### src/verilog/bridge_ext_pkg.sv
package bridge_ext_pkg;
   // ==========================================================
   // Register offsets (byte addresses of configuration dwords)
   localparam logic [7:0] OFS_PF_BASE_HIGH  = 8'h28;
   localparam logic [7:0] OFS_PF_LIMIT_HIGH = 8'h2c;
   localparam logic [7:0] OFS_IO_HIGH       = 8'h30;
   localparam logic [7:0] OFS_CAP_PTR       = 8'h34;
   localparam logic [7:0] OFS_INT_BCTL      = 8'h3c;
   // ==========================================================
   // Field positions
   localparam int IO_BASE_LSB    = 0;
   localparam int IO_LIMIT_LSB   = 16;
   localparam int INT_LINE_LSB   = 0;
   localparam int INT_PIN_LSB    = 8;
   localparam int BCTL_PERR_BIT  = 16;
   localparam int BCTL_SERR_BIT  = 17;
   localparam int PF_LOW_ZERO_W  = 20;
   localparam int IO_LOW_ZERO_W  = 12;
   // ==========================================================
   // Reset and fixed values
   localparam logic [31:0] PF_HIGH_RESET  = 32'h0000_0000;
   localparam logic [15:0] IO_HIGH_RESET  = 16'h0000;
   localparam logic [7:0]  CAP_PTR_VALUE  = 8'hdc;
   localparam logic [7:0]  INT_LINE_RESET = 8'h00;
   localparam logic [7:0]  INT_PIN_VALUE  = 8'h00;
   localparam logic        BCTL_RESET     = 1'b0;
endpackage : bridge_ext_pkg

### src/verilog/bridge_window_ext_regs.sv
`timescale 1ns/10ps
module bridge_window_ext_regs (
   input  wire logic        I_CLK,
   input  wire logic        I_RST,
   input  wire logic        I_CFG_WR,
   input  wire logic        I_CFG_RD,
   input  wire logic [7:0]  I_CFG_ADDR,
   input  wire logic [3:0]  I_CFG_BE,
   input  wire logic [31:0] I_CFG_WDATA,
   output logic      [31:0] O_CFG_RDATA,
   output logic             O_CFG_RVALID,
   input  wire logic [11:0] I_PF_BASE_LO,
   input  wire logic [11:0] I_PF_LIMIT_LO,
   input  wire logic [3:0]  I_IO_BASE_LO,
   input  wire logic [3:0]  I_IO_LIMIT_LO,
   input  wire logic [63:0] I_MEM_ADDR,
   input  wire logic [31:0] I_IO_ADDR,
   output logic             O_PF_HIT,
   output logic             O_IO_HIT,
   input  wire logic        I_SEC_PARITY_ERR,
   input  wire logic        I_SECONDARY_SYSTEM_ERROR_N,
   output logic             O_SEC_PARITY_REPORT,
   output logic             O_PRI_SYSTEM_ERROR,
   output logic             O_PARITY_RESP_EN,
   output logic             O_SERR_FWD_EN
);
   // ==========================================================
   // Byte-enable merge
   function automatic logic [31:0] merge_be(input logic [31:0] old_v,
                                            input logic [31:0] new_v,
                                            input logic [3:0]  be);
      logic [31:0] r;
      r = old_v;
      for (int b = 0; b < 4; b++) begin
         if (be[b]) begin
            r[b*8 +: 8] = new_v[b*8 +: 8];
         end
      end
      return r;
   endfunction : merge_be

   // ==========================================================
   // Offset match, shared by every write strobe
   function automatic logic cfg_hit(input logic [7:0] addr,
                                    input logic [7:0] ofs);
      return addr == ofs;
   endfunction : cfg_hit

   logic [31:0] pf_base_high_reg;
   logic [31:0] pf_limit_high_reg;
   logic [15:0] io_base_high_reg;
   logic [15:0] io_limit_high_reg;
   logic [7:0]  int_line_reg;
   logic        perr_resp_reg;
   logic        serr_fwd_reg;
   logic [31:0] io_dword;
   logic [31:0] int_dword;
   logic [31:0] rdata_next;
   logic [31:0] int_merged;
   logic [31:0] io_merged;
   logic        wr_pf_base;
   logic        wr_pf_limit;
   logic        wr_io_high;
   logic        wr_int_bctl;

   assign io_dword  = {io_limit_high_reg, io_base_high_reg};
   assign int_dword = {14'h0, serr_fwd_reg, perr_resp_reg,
                       bridge_ext_pkg::INT_PIN_VALUE, int_line_reg};
   assign int_merged = merge_be(int_dword, I_CFG_WDATA, I_CFG_BE);
   assign io_merged  = merge_be(io_dword, I_CFG_WDATA, I_CFG_BE);
   assign wr_pf_base  = I_CFG_WR && cfg_hit(I_CFG_ADDR, bridge_ext_pkg::OFS_PF_BASE_HIGH);
   assign wr_pf_limit = I_CFG_WR && cfg_hit(I_CFG_ADDR, bridge_ext_pkg::OFS_PF_LIMIT_HIGH);
   assign wr_io_high  = I_CFG_WR && cfg_hit(I_CFG_ADDR, bridge_ext_pkg::OFS_IO_HIGH);
   assign wr_int_bctl = I_CFG_WR && cfg_hit(I_CFG_ADDR, bridge_ext_pkg::OFS_INT_BCTL);

   // ==========================================================
   // Prefetch window base, upper half
   always_ff @(posedge I_CLK or posedge I_RST) begin
      if (I_RST) begin
         pf_base_high_reg <= bridge_ext_pkg::PF_HIGH_RESET;
      end else if (wr_pf_base) begin
         pf_base_high_reg <= merge_be(pf_base_high_reg, I_CFG_WDATA, I_CFG_BE);
      end
   end

   // ==========================================================
   // Prefetch window limit, upper half
   always_ff @(posedge I_CLK or posedge I_RST) begin
      if (I_RST) begin
         pf_limit_high_reg <= bridge_ext_pkg::PF_HIGH_RESET;
      end else if (wr_pf_limit) begin
         pf_limit_high_reg <= merge_be(pf_limit_high_reg, I_CFG_WDATA, I_CFG_BE);
      end
   end

   // ==========================================================
   // I/O window upper halves
   always_ff @(posedge I_CLK or posedge I_RST) begin
      if (I_RST) begin
         io_base_high_reg  <= bridge_ext_pkg::IO_HIGH_RESET;
         io_limit_high_reg <= bridge_ext_pkg::IO_HIGH_RESET;
      end else if (wr_io_high) begin
         io_base_high_reg  <= io_merged[bridge_ext_pkg::IO_BASE_LSB +: 16];
         io_limit_high_reg <= io_merged[bridge_ext_pkg::IO_LIMIT_LSB +: 16];
      end
   end

   // ==========================================================
   // Interrupt line byte
   always_ff @(posedge I_CLK or posedge I_RST) begin
      if (I_RST) begin
         int_line_reg <= bridge_ext_pkg::INT_LINE_RESET;
      end else if (wr_int_bctl) begin
         int_line_reg <= int_merged[bridge_ext_pkg::INT_LINE_LSB +: 8];
      end
   end

   // ==========================================================
   // Bridge control bits
   always_ff @(posedge I_CLK or posedge I_RST) begin
      if (I_RST) begin
         perr_resp_reg <= bridge_ext_pkg::BCTL_RESET;
         serr_fwd_reg  <= bridge_ext_pkg::BCTL_RESET;
      end else if (wr_int_bctl) begin
         perr_resp_reg <= int_merged[bridge_ext_pkg::BCTL_PERR_BIT];
         serr_fwd_reg  <= int_merged[bridge_ext_pkg::BCTL_SERR_BIT];
      end
   end

   // ==========================================================
   // Read mux, unmapped offsets read zero
   always_comb begin
      rdata_next = 32'h0000_0000;
      unique case (I_CFG_ADDR)
         bridge_ext_pkg::OFS_PF_BASE_HIGH:  rdata_next = pf_base_high_reg;
         bridge_ext_pkg::OFS_PF_LIMIT_HIGH: rdata_next = pf_limit_high_reg;
         bridge_ext_pkg::OFS_IO_HIGH:       rdata_next = io_dword;
         bridge_ext_pkg::OFS_CAP_PTR:       rdata_next = {24'h000000,
                                                bridge_ext_pkg::CAP_PTR_VALUE};
         bridge_ext_pkg::OFS_INT_BCTL:      rdata_next = int_dword;
         default:                           rdata_next = 32'h0000_0000;
      endcase
   end

   // ==========================================================
   // Read answer strobe, one cycle after the read
   always_ff @(posedge I_CLK or posedge I_RST) begin
      if (I_RST) begin
         O_CFG_RVALID <= 1'b0;
      end else begin
         O_CFG_RVALID <= I_CFG_RD;
      end
   end

   // ==========================================================
   // Read data, held until the next read
   always_ff @(posedge I_CLK or posedge I_RST) begin
      if (I_RST) begin
         O_CFG_RDATA <= 32'h0000_0000;
      end else if (I_CFG_RD) begin
         O_CFG_RDATA <= rdata_next;
      end
   end

   // ==========================================================
   // Secondary parity error report, gated by the response bit
   always_ff @(posedge I_CLK or posedge I_RST) begin
      if (I_RST) begin
         O_SEC_PARITY_REPORT <= 1'b0;
         O_PARITY_RESP_EN    <= 1'b0;
      end else begin
         O_SEC_PARITY_REPORT <= perr_resp_reg && I_SEC_PARITY_ERR;
         O_PARITY_RESP_EN    <= perr_resp_reg;
      end
   end

   // ==========================================================
   // Secondary system error forwarding, gated by the enable bit
   always_ff @(posedge I_CLK or posedge I_RST) begin
      if (I_RST) begin
         O_PRI_SYSTEM_ERROR <= 1'b0;
         O_SERR_FWD_EN      <= 1'b0;
      end else begin
         O_PRI_SYSTEM_ERROR <= serr_fwd_reg && !I_SECONDARY_SYSTEM_ERROR_N;
         O_SERR_FWD_EN      <= serr_fwd_reg;
      end
   end

   // ==========================================================
   // Prefetch window decoder
   window_hit #(.W(64)) u_pf_hit (
      .i_clk   (I_CLK),
      .i_rst   (I_RST),
      .i_addr  (I_MEM_ADDR),
      .i_base  ({pf_base_high_reg, I_PF_BASE_LO,
                 {bridge_ext_pkg::PF_LOW_ZERO_W{1'b0}}}),
      .i_limit ({pf_limit_high_reg, I_PF_LIMIT_LO,
                 {bridge_ext_pkg::PF_LOW_ZERO_W{1'b1}}}),
      .o_hit   (O_PF_HIT)
   );

   // ==========================================================
   // I/O window decoder
   window_hit #(.W(32)) u_io_hit (
      .i_clk   (I_CLK),
      .i_rst   (I_RST),
      .i_addr  (I_IO_ADDR),
      .i_base  ({io_base_high_reg, I_IO_BASE_LO,
                 {bridge_ext_pkg::IO_LOW_ZERO_W{1'b0}}}),
      .i_limit ({io_limit_high_reg, I_IO_LIMIT_LO,
                 {bridge_ext_pkg::IO_LOW_ZERO_W{1'b1}}}),
      .o_hit   (O_IO_HIT)
   );
endmodule : bridge_window_ext_regs

### src/verilog/window_hit.sv
`timescale 1ns/10ps
module window_hit #(
   parameter int W = 64
) (
   input  wire logic         i_clk,
   input  wire logic         i_rst,
   input  wire logic [W-1:0] i_addr,
   input  wire logic [W-1:0] i_base,
   input  wire logic [W-1:0] i_limit,
   output logic              o_hit
);
   // ==========================================================
   // Inclusive range compare
   always_ff @(posedge i_clk or posedge i_rst) begin
      if (i_rst) begin
         o_hit <= 1'b0;
      end else begin
         o_hit <= (i_addr >= i_base) && (i_addr <= i_limit);
      end
   end
endmodule : window_hit

### config.mk
export PLATFORM = sky130hd
export DESIGN_NAME = bridge_window_ext_regs
export DESIGN_NICKNAME = d
export VERILOG_FILES = /design/src/verilog/bridge_ext_pkg.sv /design/src/verilog/bridge_window_ext_regs.sv /design/src/verilog/window_hit.sv
export SDC_FILE = /design/constraint.sdc
export NUM_CORES = 1
export LEC_CHECK = 0
export BUFFER_PORTS_ARGS = -buffer_cell sky130_fd_sc_hd__buf_4
export CAP_MARGIN = 20
export CORE_ASPECT_RATIO = 0.75
export CORE_MARGIN = 2
export CORE_UTILIZATION = 45
export DETAILED_ROUTE_END_ITERATION = 7
export PLACE_DENSITY = 0.67
export SYNTH_ARGS = -nofsm -noshare
export SYNTH_HDL_FRONTEND = slang
export SYNTH_HIERARCHICAL = 1
export SYNTH_SLANG_ARGS = --single-unit
### constraint.sdc
create_clock -name I_CLK -period 5.75 [get_ports I_CLK]
set_input_delay 0.575 -clock I_CLK [delete_from_list [all_inputs] [get_ports I_CLK]]
set_output_delay 0.575 -clock I_CLK [all_outputs]
set_load 0.02 [all_outputs]
==> results of run 1 <==
[worst min-delay path by stage]
stage | cells past startpoint | endpoint | startpoint
finish | 2 | u_io_hit/o_hit | I_RST
CTS | 2 | u_io_hit/o_hit | I_RST
global route | 2 | u_io_hit/o_hit | I_RST
detailed placement | 0 | O_PARITY_RESP_EN | perr_resp_reg
floorplan | 1 | u_io_hit/o_hit | I_RST
global placement | 0 | O_PARITY_RESP_EN | perr_resp_reg
[cell usage after synthesis, types with 3 or more instances]
cell       count  share of area [%]
nand2b_1       6               0.34
a22oi_1       24                1.6
nand3_1       20               0.91
nor3_1         4               0.18
buf_1          4               0.14
a221o_1       11                1.0
buf_2          5               0.23
nand4_1       29                1.6
dfrtp_1      145                 33
inv_1        196                6.7
a222oi_1       3               0.27
and2_1         5               0.28
or3_1          3               0.17
mux2_2       129                 13
nor2b_1       13               0.74
o2bb2ai_1     24                1.9
ha_1         192                 22
o21ai_0       27                1.2
o21a_1         3               0.20
a21o_1        22                1.5
nand3_2        4               0.36
clkbuf_1      11               0.37
and4_1         9               0.71
a22o_1         4               0.32
a221oi_1       9               0.71
o211ai_1       5               0.34
nand2_1       50                1.7
nor4_1         4               0.23
nor2_1        19               0.65
a21oi_1       64                2.9
o21ai_1        4               0.18
mux2i_1        7               0.63
a211oi_1       4               0.27
[layer usage]
metal | up-vias | GRT usage (%) | share of wire [%]
met2 | 277 | 36.0 | 43
met5 | - | 0 | 0.033
met4 | 2 | 4.68 | 0.78
met3 | 19 | 4.92 | 7.6
li1 | 4465 | - | -
met1 | 4229 | 35.4 | 49
[cell families (layout without fill, tap and decap cells)]
| group | count (synthesis) | in the layout | share of synthesized area, % |
|---|---|---|---|
| fa+ha+maj | 192 | 192 | 21.7 |
| mux | 136 | 136 | 13.8 |
| buf+inv | 218 | 449 | 7.53 |
| simple gates | 186 | 186 | 9.98 |
| flops | 145 | 145 | 32.8 |
| other cells | 2 | 64 | 0.0680 |
| compound gates | 219 | 219 | 14.1 |
[area by class of cell]
type / instances / area, um2
Sequential cell: 145 / 3630
Clock inverter: 14 / 119
Timing Repair Buffer: 220 / 1650
Tap cell: 331 / 414
Clock buffer: 18 / 439
Multi-Input combinational cell: 797 / 6830
Fill cell: 2139 / 10200
Inverter: 197 / 744
[power groups by stage]
| stage | combinational (mW) | sequential (mW) | clock, mW |
|---|---|---|---|
| 5_1_grt | 0.559 | 1.06 | 1.12 |
| 3_3_place_gp | 0.473 | 1.08 | 0 |
| 3_5_place_dp | 0.485 | 1.08 | 0 |
| 6_report | 0.491 | 1.06 | 1.06 |
| 4_1_cts | 0.489 | 1.06 | 1.07 |
| 2_1_floorplan | 0.275 | 1.08 | 0 |
==> load_flow_metrics.sql, run 1 <==
INSERT INTO impl_metrics (metric_group, metric, value, unit) VALUES
('clock_network', 'cts_resized', '0', ''),
('floorplan', 'die_height', '140', 'um'),
('worst_hold_path', 'hold_class', 'in -> async', ''),
('setup_path', 'kind_of_capture_point_of_the_worst_setup_path', 'flop', ''),
('pwr', 'net-switching-power', '756', 'uW'),
('sta', 'clock-skew-final', '0.00769', 'ns'),
('sta', 'setup_viol', '0', ''),
('placement', 'routability_congestion_estimate', '0.877', ''),
('logic_synthesis', 'synth_seq_area_share', '32.8', '%'),
('setup_path', 'r2r_setup_slack', '3.22', 'ns'),
('global_route', 'grt_antenna_before_repair', '1', ''),
('setup_path', 'cp-start-kind', 'flop', ''),
('global_route', 'first_pass_grt_wire_length', '47.6', 'mm'),
('floorplan', 'die_outline_area', '25800', 'um2'),
('clock_network', 'cts.root.buffer_cell', 'clkbuf_16', ''),
('clock_network', 'clkLatencyLatePin', '0.43', 'ns'),
('sta', 'min_tclk_post_route', '2.53', 'ns'),
('clock_network', 'cts_tree', 'built', ''),
('sta', 'hold_viol', '0', ''),
('pwr', 'p_leak', '7.11', 'nW'),
('route', 'route.vias.total', '8992', ''),
('setup_path', 'timing.critical_path.cells', 'inv_1 > ha_1 > nand4_1 > nor4_2 > nand3_1 > or4_1 > a21oi_1', ''),
('cells_and_area', 'design.final.nets', '1748', ''),
('cells_and_area', 'layout.core_utilization', '57.5', '%'),
('clock_network', 'clk_path_buf_depth', '2', ''),
('setup_path', 'startpoint', 'pf_limit_high_reg[15]', ''),
('pwr', 'clock_power_share', '40.5', '%'),
('sta', 'final.period_utilization', '44.0', '%'),
('floorplan', 'die-width', '185', 'um'),
('route', 'drc', '0', ''),
('pwr', 'cellPowerDensity', '189', 'nW/um2'),
('route', 'dr.first_iter.drc_count', '558', ''),
('setup_path', 'worstSetupPathType', 'reg -> reg', ''),
('setup_path', 'critical_path_buf_inv_count', '1', ''),
('logic_synthesis', 'synth_edf_count', '0', ''),
('route', 'final_antenna_net_count', '0', ''),
('status', 'result_of_the_run', 'finished clean', ''),
('job', 'max_cap_violations', '0', ''),
('pwr', 'vdd.ir_drop.worst', '132', 'uV'),
('sta', 'grt_setup_unrepaired', 'false', ''),
('logic_synthesis', 'syn-mean-instance-area', '10.1', 'um2'),
('sta', 'setup_slack', '3.22', 'ns'),
('route', 'avgRoutedWirePerCell', '17.5', 'um'),
('setup_path', 'cp.depth', '7', ''),
('floorplan', 'io-pin-count', '217', ''),
('setup_path', 'crit-reg2reg-capture', 'u_pf_hit/o_hit', ''),
('setup_path', 'cp_slowest_stage_delay', '0.52', 'ns'),
('route', 'detailedRoute.firstPassIterationCount', '6', ''),
('clock_network', 'clock_sink_count', '145', ''),
('logic_synthesis', 'synth.ff_latch_count', '145', ''),
('setup_path', 'critPathCapture', 'u_pf_hit/o_hit', ''),
('placement', 'cell_count_after_placement', '1690', ''),
('setup_path', 'critPathRequiredTime', '6.10', 'ns'),
('global_route', 'globalRouteOverflowTotal', '0', ''),
('sta', 'maxSlewViolCount', '0', ''),
('sta', 'setup-tns-final', '0', 'ns'),
('sta', 'final.hold.worst_slack', '0.0262', 'ns'),
('global_route', 'grt_max_degree', '74', ''),
('setup_path', 'number_of_cells_traversed_by_the_worst_register_to_register_path', '7', ''),
('setup_path', 'worstPathMaxFanout', '3', ''),
('global_route', 'first_global_vias', '8867', ''),
('sta', 'worst_pin_slew', '0.892', 'ns'),
('placement', 'postPlaceCellArea', '13300', 'um2'),
('logic_synthesis', 'yosys_warnings', '6', ''),
('floorplan', 'effective_utilization_at_floorplan', '46.0', '%'),
('cells_and_area', 'non_filler_cells_in_the_finished_layout', '1722', ''),
('floorplan', 'core', '24000', 'um2'),
('cells_and_area', 'layout.cells.most_common', 'buf_4', ''),
('placement', 'port_buffers', '216', ''),
('clock_network', 'postCtsSetupRepairBufs', '0', ''),
('sta', 'max-slew-margin-rel', '40.6', '%');
Power figures use the tool's default switching activity.
==> run 2: changes to the inputs <==
==> constraint.sdc (replaced) <==
create_clock -name I_CLK -period 2.33 [get_ports I_CLK]
set_input_delay 0.233 -clock I_CLK [delete_from_list [all_inputs] [get_ports I_CLK]]
set_output_delay 0.233 -clock I_CLK [all_outputs]
set_load 0.02 [all_outputs]
==> run 2 against run 1 <==
Net effect: critical path depth increased by 2; combinational power increased to 2.5 times the previous value; sequential power increased by 150%; largest power group unchanged; setup slack got worse by 3.1 ns; power increased by 150%; global-route usage increased by 0.52 points; worst hold slack got worse by 0.0073 ns; wire length increased by 0.46%.
==> load_flow_metrics.sql, run 2 (synthesis results as in run 1) <==
INSERT INTO impl_metrics (metric_group, metric, value, unit) VALUES
('setup_path', 'worstPathMaxFanout', '3', ''),
('setup_path', 'r2r_setup_slack', '0.16', 'ns'),
('pwr', 'net-switching-power', '1.80', 'mW'),
('clock_network', 'clk_pin_slew', '0.06', 'ns'),
('pwr', 'sw_frac_of_total', '27.8', '%'),
('setup_path', 'kind_of_capture_point_of_the_worst_setup_path', 'flop', ''),
('placement', 'port_buffers', '216', ''),
('setup_path', 'number_of_cells_traversed_by_the_worst_register_to_register_path', '9', ''),
('pwr', 'power_consumption', '6.47', 'mW'),
('job', 'max_cap_violations', '0', ''),
('cells_and_area', 'mostFrequentLayoutCells', 'buf_4 (237), inv_1 (195), ha_1 (192)', ''),
('setup_path', 'worstReg2RegStart', 'pf_base_high_reg[14]', ''),
('clock_network', 'cts-buffers-inserted', '17', ''),
('cells_and_area', 'post_route_cells_drive_above_1_share', '29.9', '%'),
('pwr', 'p_int', '4.67', 'mW'),
('status', 'result_of_the_run', 'finished clean', ''),
('route', 'dr.first_iter.drc_count', '544', ''),
('placement', 'routability_congestion_estimate', '0.845', ''),
('sta', 'max-slew-margin-rel', '65.3', '%'),
('cells_and_area', 'layout.core_utilization', '58.6', '%'),
('sta', 'worst_pin_slew', '0.520', 'ns'),
('floorplan', 'effective_utilization_at_floorplan', '46.0', '%'),
('floorplan', 'die_height', '140', 'um'),
('placement', 'hpwlAfterDp', '24.7', 'mm'),
('setup_path', 'critPathCapture', 'u_pf_hit/o_hit', ''),
('sta', 'hold_viol', '0', ''),
('sta', 'final.period_utilization', '93.3', '%'),
('route', 'drc', '0', ''),
('setup_path', 'cp-start-kind', 'flop', ''),
('pwr', 'p_comb_share', '19.3', '%'),
('global_route', 'grt_max_degree', '69', ''),
('clock_network', 'cts_max_level', '4', ''),
('setup_path', 'worstSetupPathType', 'reg -> reg', ''),
('pwr', 'seq_power_share', '40.4', '%'),
('floorplan', 'die_outline_area', '25800', 'um2'),
('pwr', 'clock_power_share', '40.3', '%'),
('global_route', 'first_global_vias', '9197', ''),
('setup_path', 'crit-reg2reg-capture', 'u_pf_hit/o_hit', ''),
('cells_and_area', 'design.final.nets', '1772', ''),
('global_route', 'first_pass_grt_wire_length', '48.6', 'mm'),
('sta', 'clock-skew-final', '0.00664', 'ns'),
('cells_and_area', 'area_delta_synth_final', '27.4', '%'),
('sta', 'maxSlewViolCount', '0', ''),
('route', 'route.vias.total', '9088', ''),
('sta', 'grt_setup_unrepaired', 'false', ''),
('clock_network', 'cts.root.buffer_cell', 'clkbuf_16', ''),
('sta', 'setup_viol', '0', ''),
('route', 'avgRoutedWirePerCell', '17.4', 'um'),
('pwr', 'cellPowerDensity', '460', 'nW/um2'),
('floorplan', 'core', '24000', 'um2'),
('floorplan', 'placementRows', '49', ''),
('setup_path', 'startpoint', 'pf_base_high_reg[14]', ''),
('sta', 'min_tclk_post_route', '2.17', 'ns'),
('floorplan', 'die-width', '185', 'um'),
('clock_network', 'clock_sink_count', '145', ''),
('clock_network', 'clkLatencyLatePin', '0.43', 'ns'),
('cells_and_area', 'layout.cells.most_common', 'buf_4', ''),
('global_route', 'grt_antenna_before_repair', '1', ''),
('route', 'avgViaCountPerCell', '5.21', ''),
('route', 'routed_wirelength', '30.3', 'mm'),
('setup_path', 'critPathRequiredTime', '2.64', 'ns'),
('clock_network', 'cts_tree', 'built', ''),
('global_route', 'tot_gr_track_use', '24.4', '%'),
('floorplan', 'io-pin-count', '217', ''),
('route', 'final_antenna_net_count', '0', ''),
('worst_hold_path', 'hold_class', 'in -> reg', ''),
('clock_network', 'clk_path_buf_depth', '2', ''),
('cells_and_area', 'insertedDiodeCount', '0', ''),
('placement', 'placement.setup.worst_slack', '0.0589', 'ns'),
('setup_path', 'critPathArrivalTime', '2.49', 'ns'),
('global_route', 'globalRouteOverflowTotal', '0', ''),
('sta', 'max_clock_freq', '460', 'MHz'),
('sta', 'setup_slack', '0.155', 'ns'),
('route', 'detailedRoute.firstPassIterationCount', '5', ''),
('pwr', 'vdd.ir_drop.worst', '389', 'uV'),
('cells_and_area', 'filler_cell_count', '2155', ''),
('sta', 'setup-tns-final', '0', 'ns'),
('pwr', 'p_leak', '7.24', 'nW');
==> run 2: cell types whose count changed in the layout (fill, tap and decap cells not counted), sizes merged <==
| cell | change |
|---|---|
| dlygate4sd3 | +3 |
| inv | -4 |
| buf | +21 |
| bufinv | +1 |
| clkbuf | +1 |
==> run 2: power groups by stage <==
stage	logic, mW	clock network [mW]	registers, mW
finish	1.25	2.61	2.61
detailed placement	1.22	0	2.66
global route	1.42	2.77	2.62
global placement	1.20	0	2.66
floorplan	0.679	0	2.65
CTS	1.24	2.65	2.61
==> run 2: what timing repair did <==
item | 4_1_cts | 5_1_grt
endpoints found under the setup margin | 0 | 1
resized for setup | 0 | 2
hold buffers | 3 | 0
setup buffers | 0 | 1
hold endpoints to repair | 10 | 0
==> run 2: area by class of cell <==
class / count / area, um2 / share of cell area (%)
Multi-Input combinational cell: 797 / 6850 / 48.6
Timing Repair Buffer: 244 / 1890 / 13.4
Tap cell: 331 / 414 / 2.94
Clock inverter: 11 / 109 / 0.774
Inverter: 197 / 743 / 5.28
Sequential cell: 145 / 3630 / 25.8
Clock buffer: 19 / 443 / 3.15
==> run 2: how the worst min path moves through the flow <==
| stage | start | endpoint | slack [ns] | cells after the start |
|---|---|---|---|---|
| 2_1_floorplan | I_RST | u_io_hit/o_hit | -0.04 | 1 |
| 3_3_place_gp | I_RST | u_pf_hit/o_hit | 0.15 | 2 |
| 3_5_place_dp | I_RST | u_pf_hit/o_hit | 0.15 | 2 |
| 4_1_cts | I_SEC_PARITY_ERR | O_SEC_PARITY_REPORT | 0.002 | 2 |
| 5_1_grt | I_SEC_PARITY_ERR | O_SEC_PARITY_REPORT | 0.01 | 2 |
| 6_report | I_SEC_PARITY_ERR | O_SEC_PARITY_REPORT | 0.02 | 2 |
==> run 2: per-layer routing <==
| metal | up-vias | wire length, um | track usage [%] |
|---|---|---|---|
| met4 | 2 | 362 | 4.89 |
| met5 | - | 16 | 0 |
| met3 | 25 | 2030 | 5.99 |
| li1 | 4502 | - | - |
| met2 | 240 | 13200 | 37.7 |
| met1 | 4319 | 14800 | 34.7 |
==> run 2: stage by stage <==
stage / hold WS (ns) / area (um2) / cells
finish: 0.0189 / 14100 / 1744
global route: 0.0135 / 14100 / 1744
CTS: 0.00217 / 14000 / 1743
detailed placement: 0.148 / 13500 / 1710
global placement: 0.149 / 13500 / 1710
floorplan: -0.0383 / 11300 / 1160
==> run 2: worst max-delay path, cell delays in order, from the launching register on <==
cell and delay, ns:
dfrtp_1 0.37, inv_1 0.05, ha_1 0.31, a21oi_1 0.17
nand2_1 0.07, a21oi_1 0.36, o211ai_1 0.20, a211o_1 0.33
a41oi_2 0.15, a21oi_1 0.05
==> run 3: changes to the inputs <==
--- a/config.mk
+++ b/config.mk
@@ -12,6 +12,7 @@
 export CORE_UTILIZATION = 45
 export DETAILED_ROUTE_END_ITERATION = 7
 export PLACE_DENSITY = 0.67
+export RECOVER_POWER = 50
 export SYNTH_ARGS = -nofsm -noshare
 export SYNTH_HDL_FRONTEND = slang
 export SYNTH_HIERARCHICAL = 1
==> run 3 against run 2 <==
Net effect: flip-flop and latch count is the same; clock skew increased by 0.00092 ns; sequential power is essentially flat; global-route usage stayed put; non-clock buffer count unchanged; critical endpoint unchanged; register-to-register slack hardly changed; final area down 0.66%; wire length increased by 0.18%; maximum frequency rose by 0.52%; combinational power hardly changed.
==> load_flow_metrics.sql, run 3 (synthesis results as in run 1) <==
INSERT INTO impl_metrics (metric_group, metric, value, unit) VALUES
('status', 'result_of_the_run', 'finished clean', ''),
('sta', 'min_tclk_post_route', '2.16', 'ns'),
('worst_hold_path', 'timing.hold.worst.start', 'I_SEC_PARITY_ERR', ''),
('floorplan', 'die_outline_area', '25800', 'um2'),
('sta', 'setup_viol', '0', ''),
('route', 'dr.first_iter.drc_count', '493', ''),
('cells_and_area', 'design.final.nets', '1772', ''),
('placement', 'postPlaceCellArea', '13500', 'um2'),
('placement', 'port_buffers', '216', ''),
('sta', 'hold_viol', '0', ''),
('sta', 'worst_pin_slew', '1.18', 'ns'),
('global_route', 'first_pass_grt_wire_length', '48.6', 'mm'),
('setup_path', 'critPathRequiredTime', '2.64', 'ns'),
('clock_network', 'cts_max_level', '4', ''),
('cells_and_area', 'layout.cells.most_common', 'buf_4', ''),
('placement', 'routability_congestion_estimate', '0.845', ''),
('clock_network', 'cts_tree', 'built', ''),
('setup_path', 'critPathArrivalTime', '2.48', 'ns'),
('route', 'drc', '0', ''),
('global_route', 'grt_antenna_before_repair', '1', ''),
('setup_path', 'critPathMostFrequentCell', 'a21oi_1', ''),
('placement', 'placement.setup.worst_slack', '0.0589', 'ns'),
('setup_path', 'kind_of_capture_point_of_the_worst_setup_path', 'flop', ''),
('pwr', 'p_leak', '7.17', 'nW'),
('sta', 'setup_slack', '0.167', 'ns'),
('global_route', 'first_global_vias', '9197', ''),
('floorplan', 'die_height', '140', 'um'),
('setup_path', 'cp-start-kind', 'flop', ''),
('floorplan', 'placementRows', '49', ''),
('setup_path', 'startpoint', 'pf_base_high_reg[14]', ''),
('setup_path', 'worstPathMaxFanout', '3', ''),
('setup_path', 'worstReg2RegStart', 'pf_base_high_reg[14]', ''),
('clock_network', 'clkLatencyLatePin', '0.43', 'ns'),
('clock_network', 'clk_path_buf_depth', '2', ''),
('route', 'route.vias.total', '9091', ''),
('floorplan', 'io-pin-count', '217', ''),
('cells_and_area', 'multi_input_comb_area', '6850', 'um2'),
('clock_network', 'clk_pin_slew', '0.06', 'ns'),
('pwr', 'cellPowerDensity', '462', 'nW/um2'),
('clock_network', 'cts.root.buffer_cell', 'clkbuf_16', ''),
('sta', 'final.period_utilization', '92.9', '%'),
('route', 'avgRoutedWirePerCell', '17.4', 'um'),
('cells_and_area', 'filler_cell_count', '2179', ''),
('job', 'max_cap_violations', '0', ''),
('sta', 'grt_setup_unrepaired', 'false', ''),
('sta', 'setup-tns-final', '0', 'ns'),
('cells_and_area', 'register_area', '3630', 'um2'),
('floorplan', 'effective_utilization_at_floorplan', '46.0', '%'),
('sta', 'maxSlewViolCount', '0', ''),
('clock_network', 'cts-buffers-inserted', '17', ''),
('route', 'avgViaCountPerCell', '5.21', ''),
('floorplan', 'die-width', '185', 'um'),
('route', 'detailedRoute.firstPassIterationCount', '5', ''),
('cells_and_area', 'finish.instance_area', '14000', 'um2'),
('setup_path', 'timing.critical_path.cells', 'inv_1 > ha_1 > a21oi_1 > nand2_1 > a21oi_1 > o211ai_1 > a211o_1 > a41oi_2 > a21oi_1', ''),
('floorplan', 'core', '24000', 'um2'),
('placement', 'hpwlAfterDp', '24.7', 'mm'),
('sta', 'max_clock_freq', '462', 'MHz'),
('route', 'final_antenna_net_count', '0', ''),
('global_route', 'grt_max_degree', '69', ''),
('sta', 'clock-skew-final', '0.00756', 'ns'),
('sta', 'max-slew-margin-rel', '21.4', '%'),
('cells_and_area', 'post_route_cells_drive_above_1_share', '28.8', '%'),
('clock_network', 'clock_sink_count', '145', ''),
('setup_path', 'timing.critical_path.slowest_stage_cell', 'dfrtp_1', ''),
('cells_and_area', 'insertedDiodeCount', '0', ''),
('route', 'routed_wirelength', '30.4', 'mm'),
('setup_path', 'worstSetupPathType', 'reg -> reg', ''),
('global_route', 'globalRouteOverflowTotal', '0', ''),
('cells_and_area', 'area_delta_synth_final', '26.5', '%'),
('global_route', 'tot_gr_track_use', '24.4', '%'),
('cells_and_area', 'mostFrequentLayoutCells', 'buf_4 (220), inv_1 (195), ha_1 (192)', ''),
('setup_path', 'cp_slowest_stage_delay', '0.37', 'ns'),
('pwr', 'vdd.ir_drop.worst', '389', 'uV'),
('worst_hold_path', 'hold_class', 'in -> reg', '');
-- run 3: cell count changes in the layout (fill, tap and decap cells not counted) --
cell / before / now
buf_4: 237 / 220
buf_12: 4 / 2
clkbuf_2: 0 / 2
clkinvlp_4: 2 / 1
clkinvlp_2: 0 / 1
clkbuf_4: 0 / 1
clkbuf_1: 1 / 17
-- run 3: critical path: cells and delay by family (launching register included) --
kind,cells,cell delay (ns)
and+or+nand+nor,1,0.07
DFF,1,0.37
adders and majority gates,1,0.30
AOI/OAI and AO/OA,6,1.27
buffers and inverters,1,0.05
-- run 3: layer usage --
layer  vias up  routed length [um]  global-route usage [%]
li1       4498                   -                       -
met1      4341               14800                    34.7
met2       224               13200                    37.7
met3        26                1980                    5.99
met4         2                 369                    4.89
met5         -                  16                       0
-- run 3: what timing repair did --
action | CTS | global route
hold buffers | 3 | 0
buffers inserted | 0 | 1
endpoints found under the hold margin | 10 | 0
gates resized for setup | 0 | 2
setup endpoints to repair | 0 | 1
-- run 3: worst paths after layout --
check,depth (start not counted),slack (ns),end
max reg2reg,9,0.17,u_pf_hit/o_hit
max in group asynchronous,4,0.37,pf_limit_high_reg[22]
max,9,0.17,u_pf_hit/o_hit
min reg2reg,0,0.44,O_PARITY_RESP_EN
min in group asynchronous,3,0.37,u_pf_hit/o_hit
min,2,0.02,O_SEC_PARITY_REPORT
-- run 3: layout make-up --
class / instances / share of cell area, %
clock inverter: 11 / 0.779
inverter: 197 / 5.30
sequential: 145 / 26.0
clock buffer: 19 / 3.17
timing repair buffer: 244 / 12.9
tap: 331 / 2.96
multi-input combinational: 797 / 49.0
-- run 3: per-stage QoR --
stage | utilization, % | std cells | power, mW | hold slack, ns
final | 58.2 | 1744 | 6.45 | 0.0181
after floorplan | - | 1160 | 3.33 | -0.0383
after global routing | 58.2 | 1744 | 6.80 | 0.0135
after CTS | 58.5 | 1743 | 6.50 | 0.00217
after detailed placement | 56.0 | 1710 | 3.88 | 0.148
after global placement | 56.0 | 1710 | 3.86 | 0.149
-- run 3: power by group --
part / leakage (nW) / internal, mW / total [mW] / switching (mW)
sequential: 2.01 / 2.57 / 2.61 / 0.0412
combinational: 4.88 / 0.587 / 1.23 / 0.646
clock: 0.270 / 1.50 / 2.61 / 1.11
total: 7.16 / 4.66 / 6.45 / 1.80
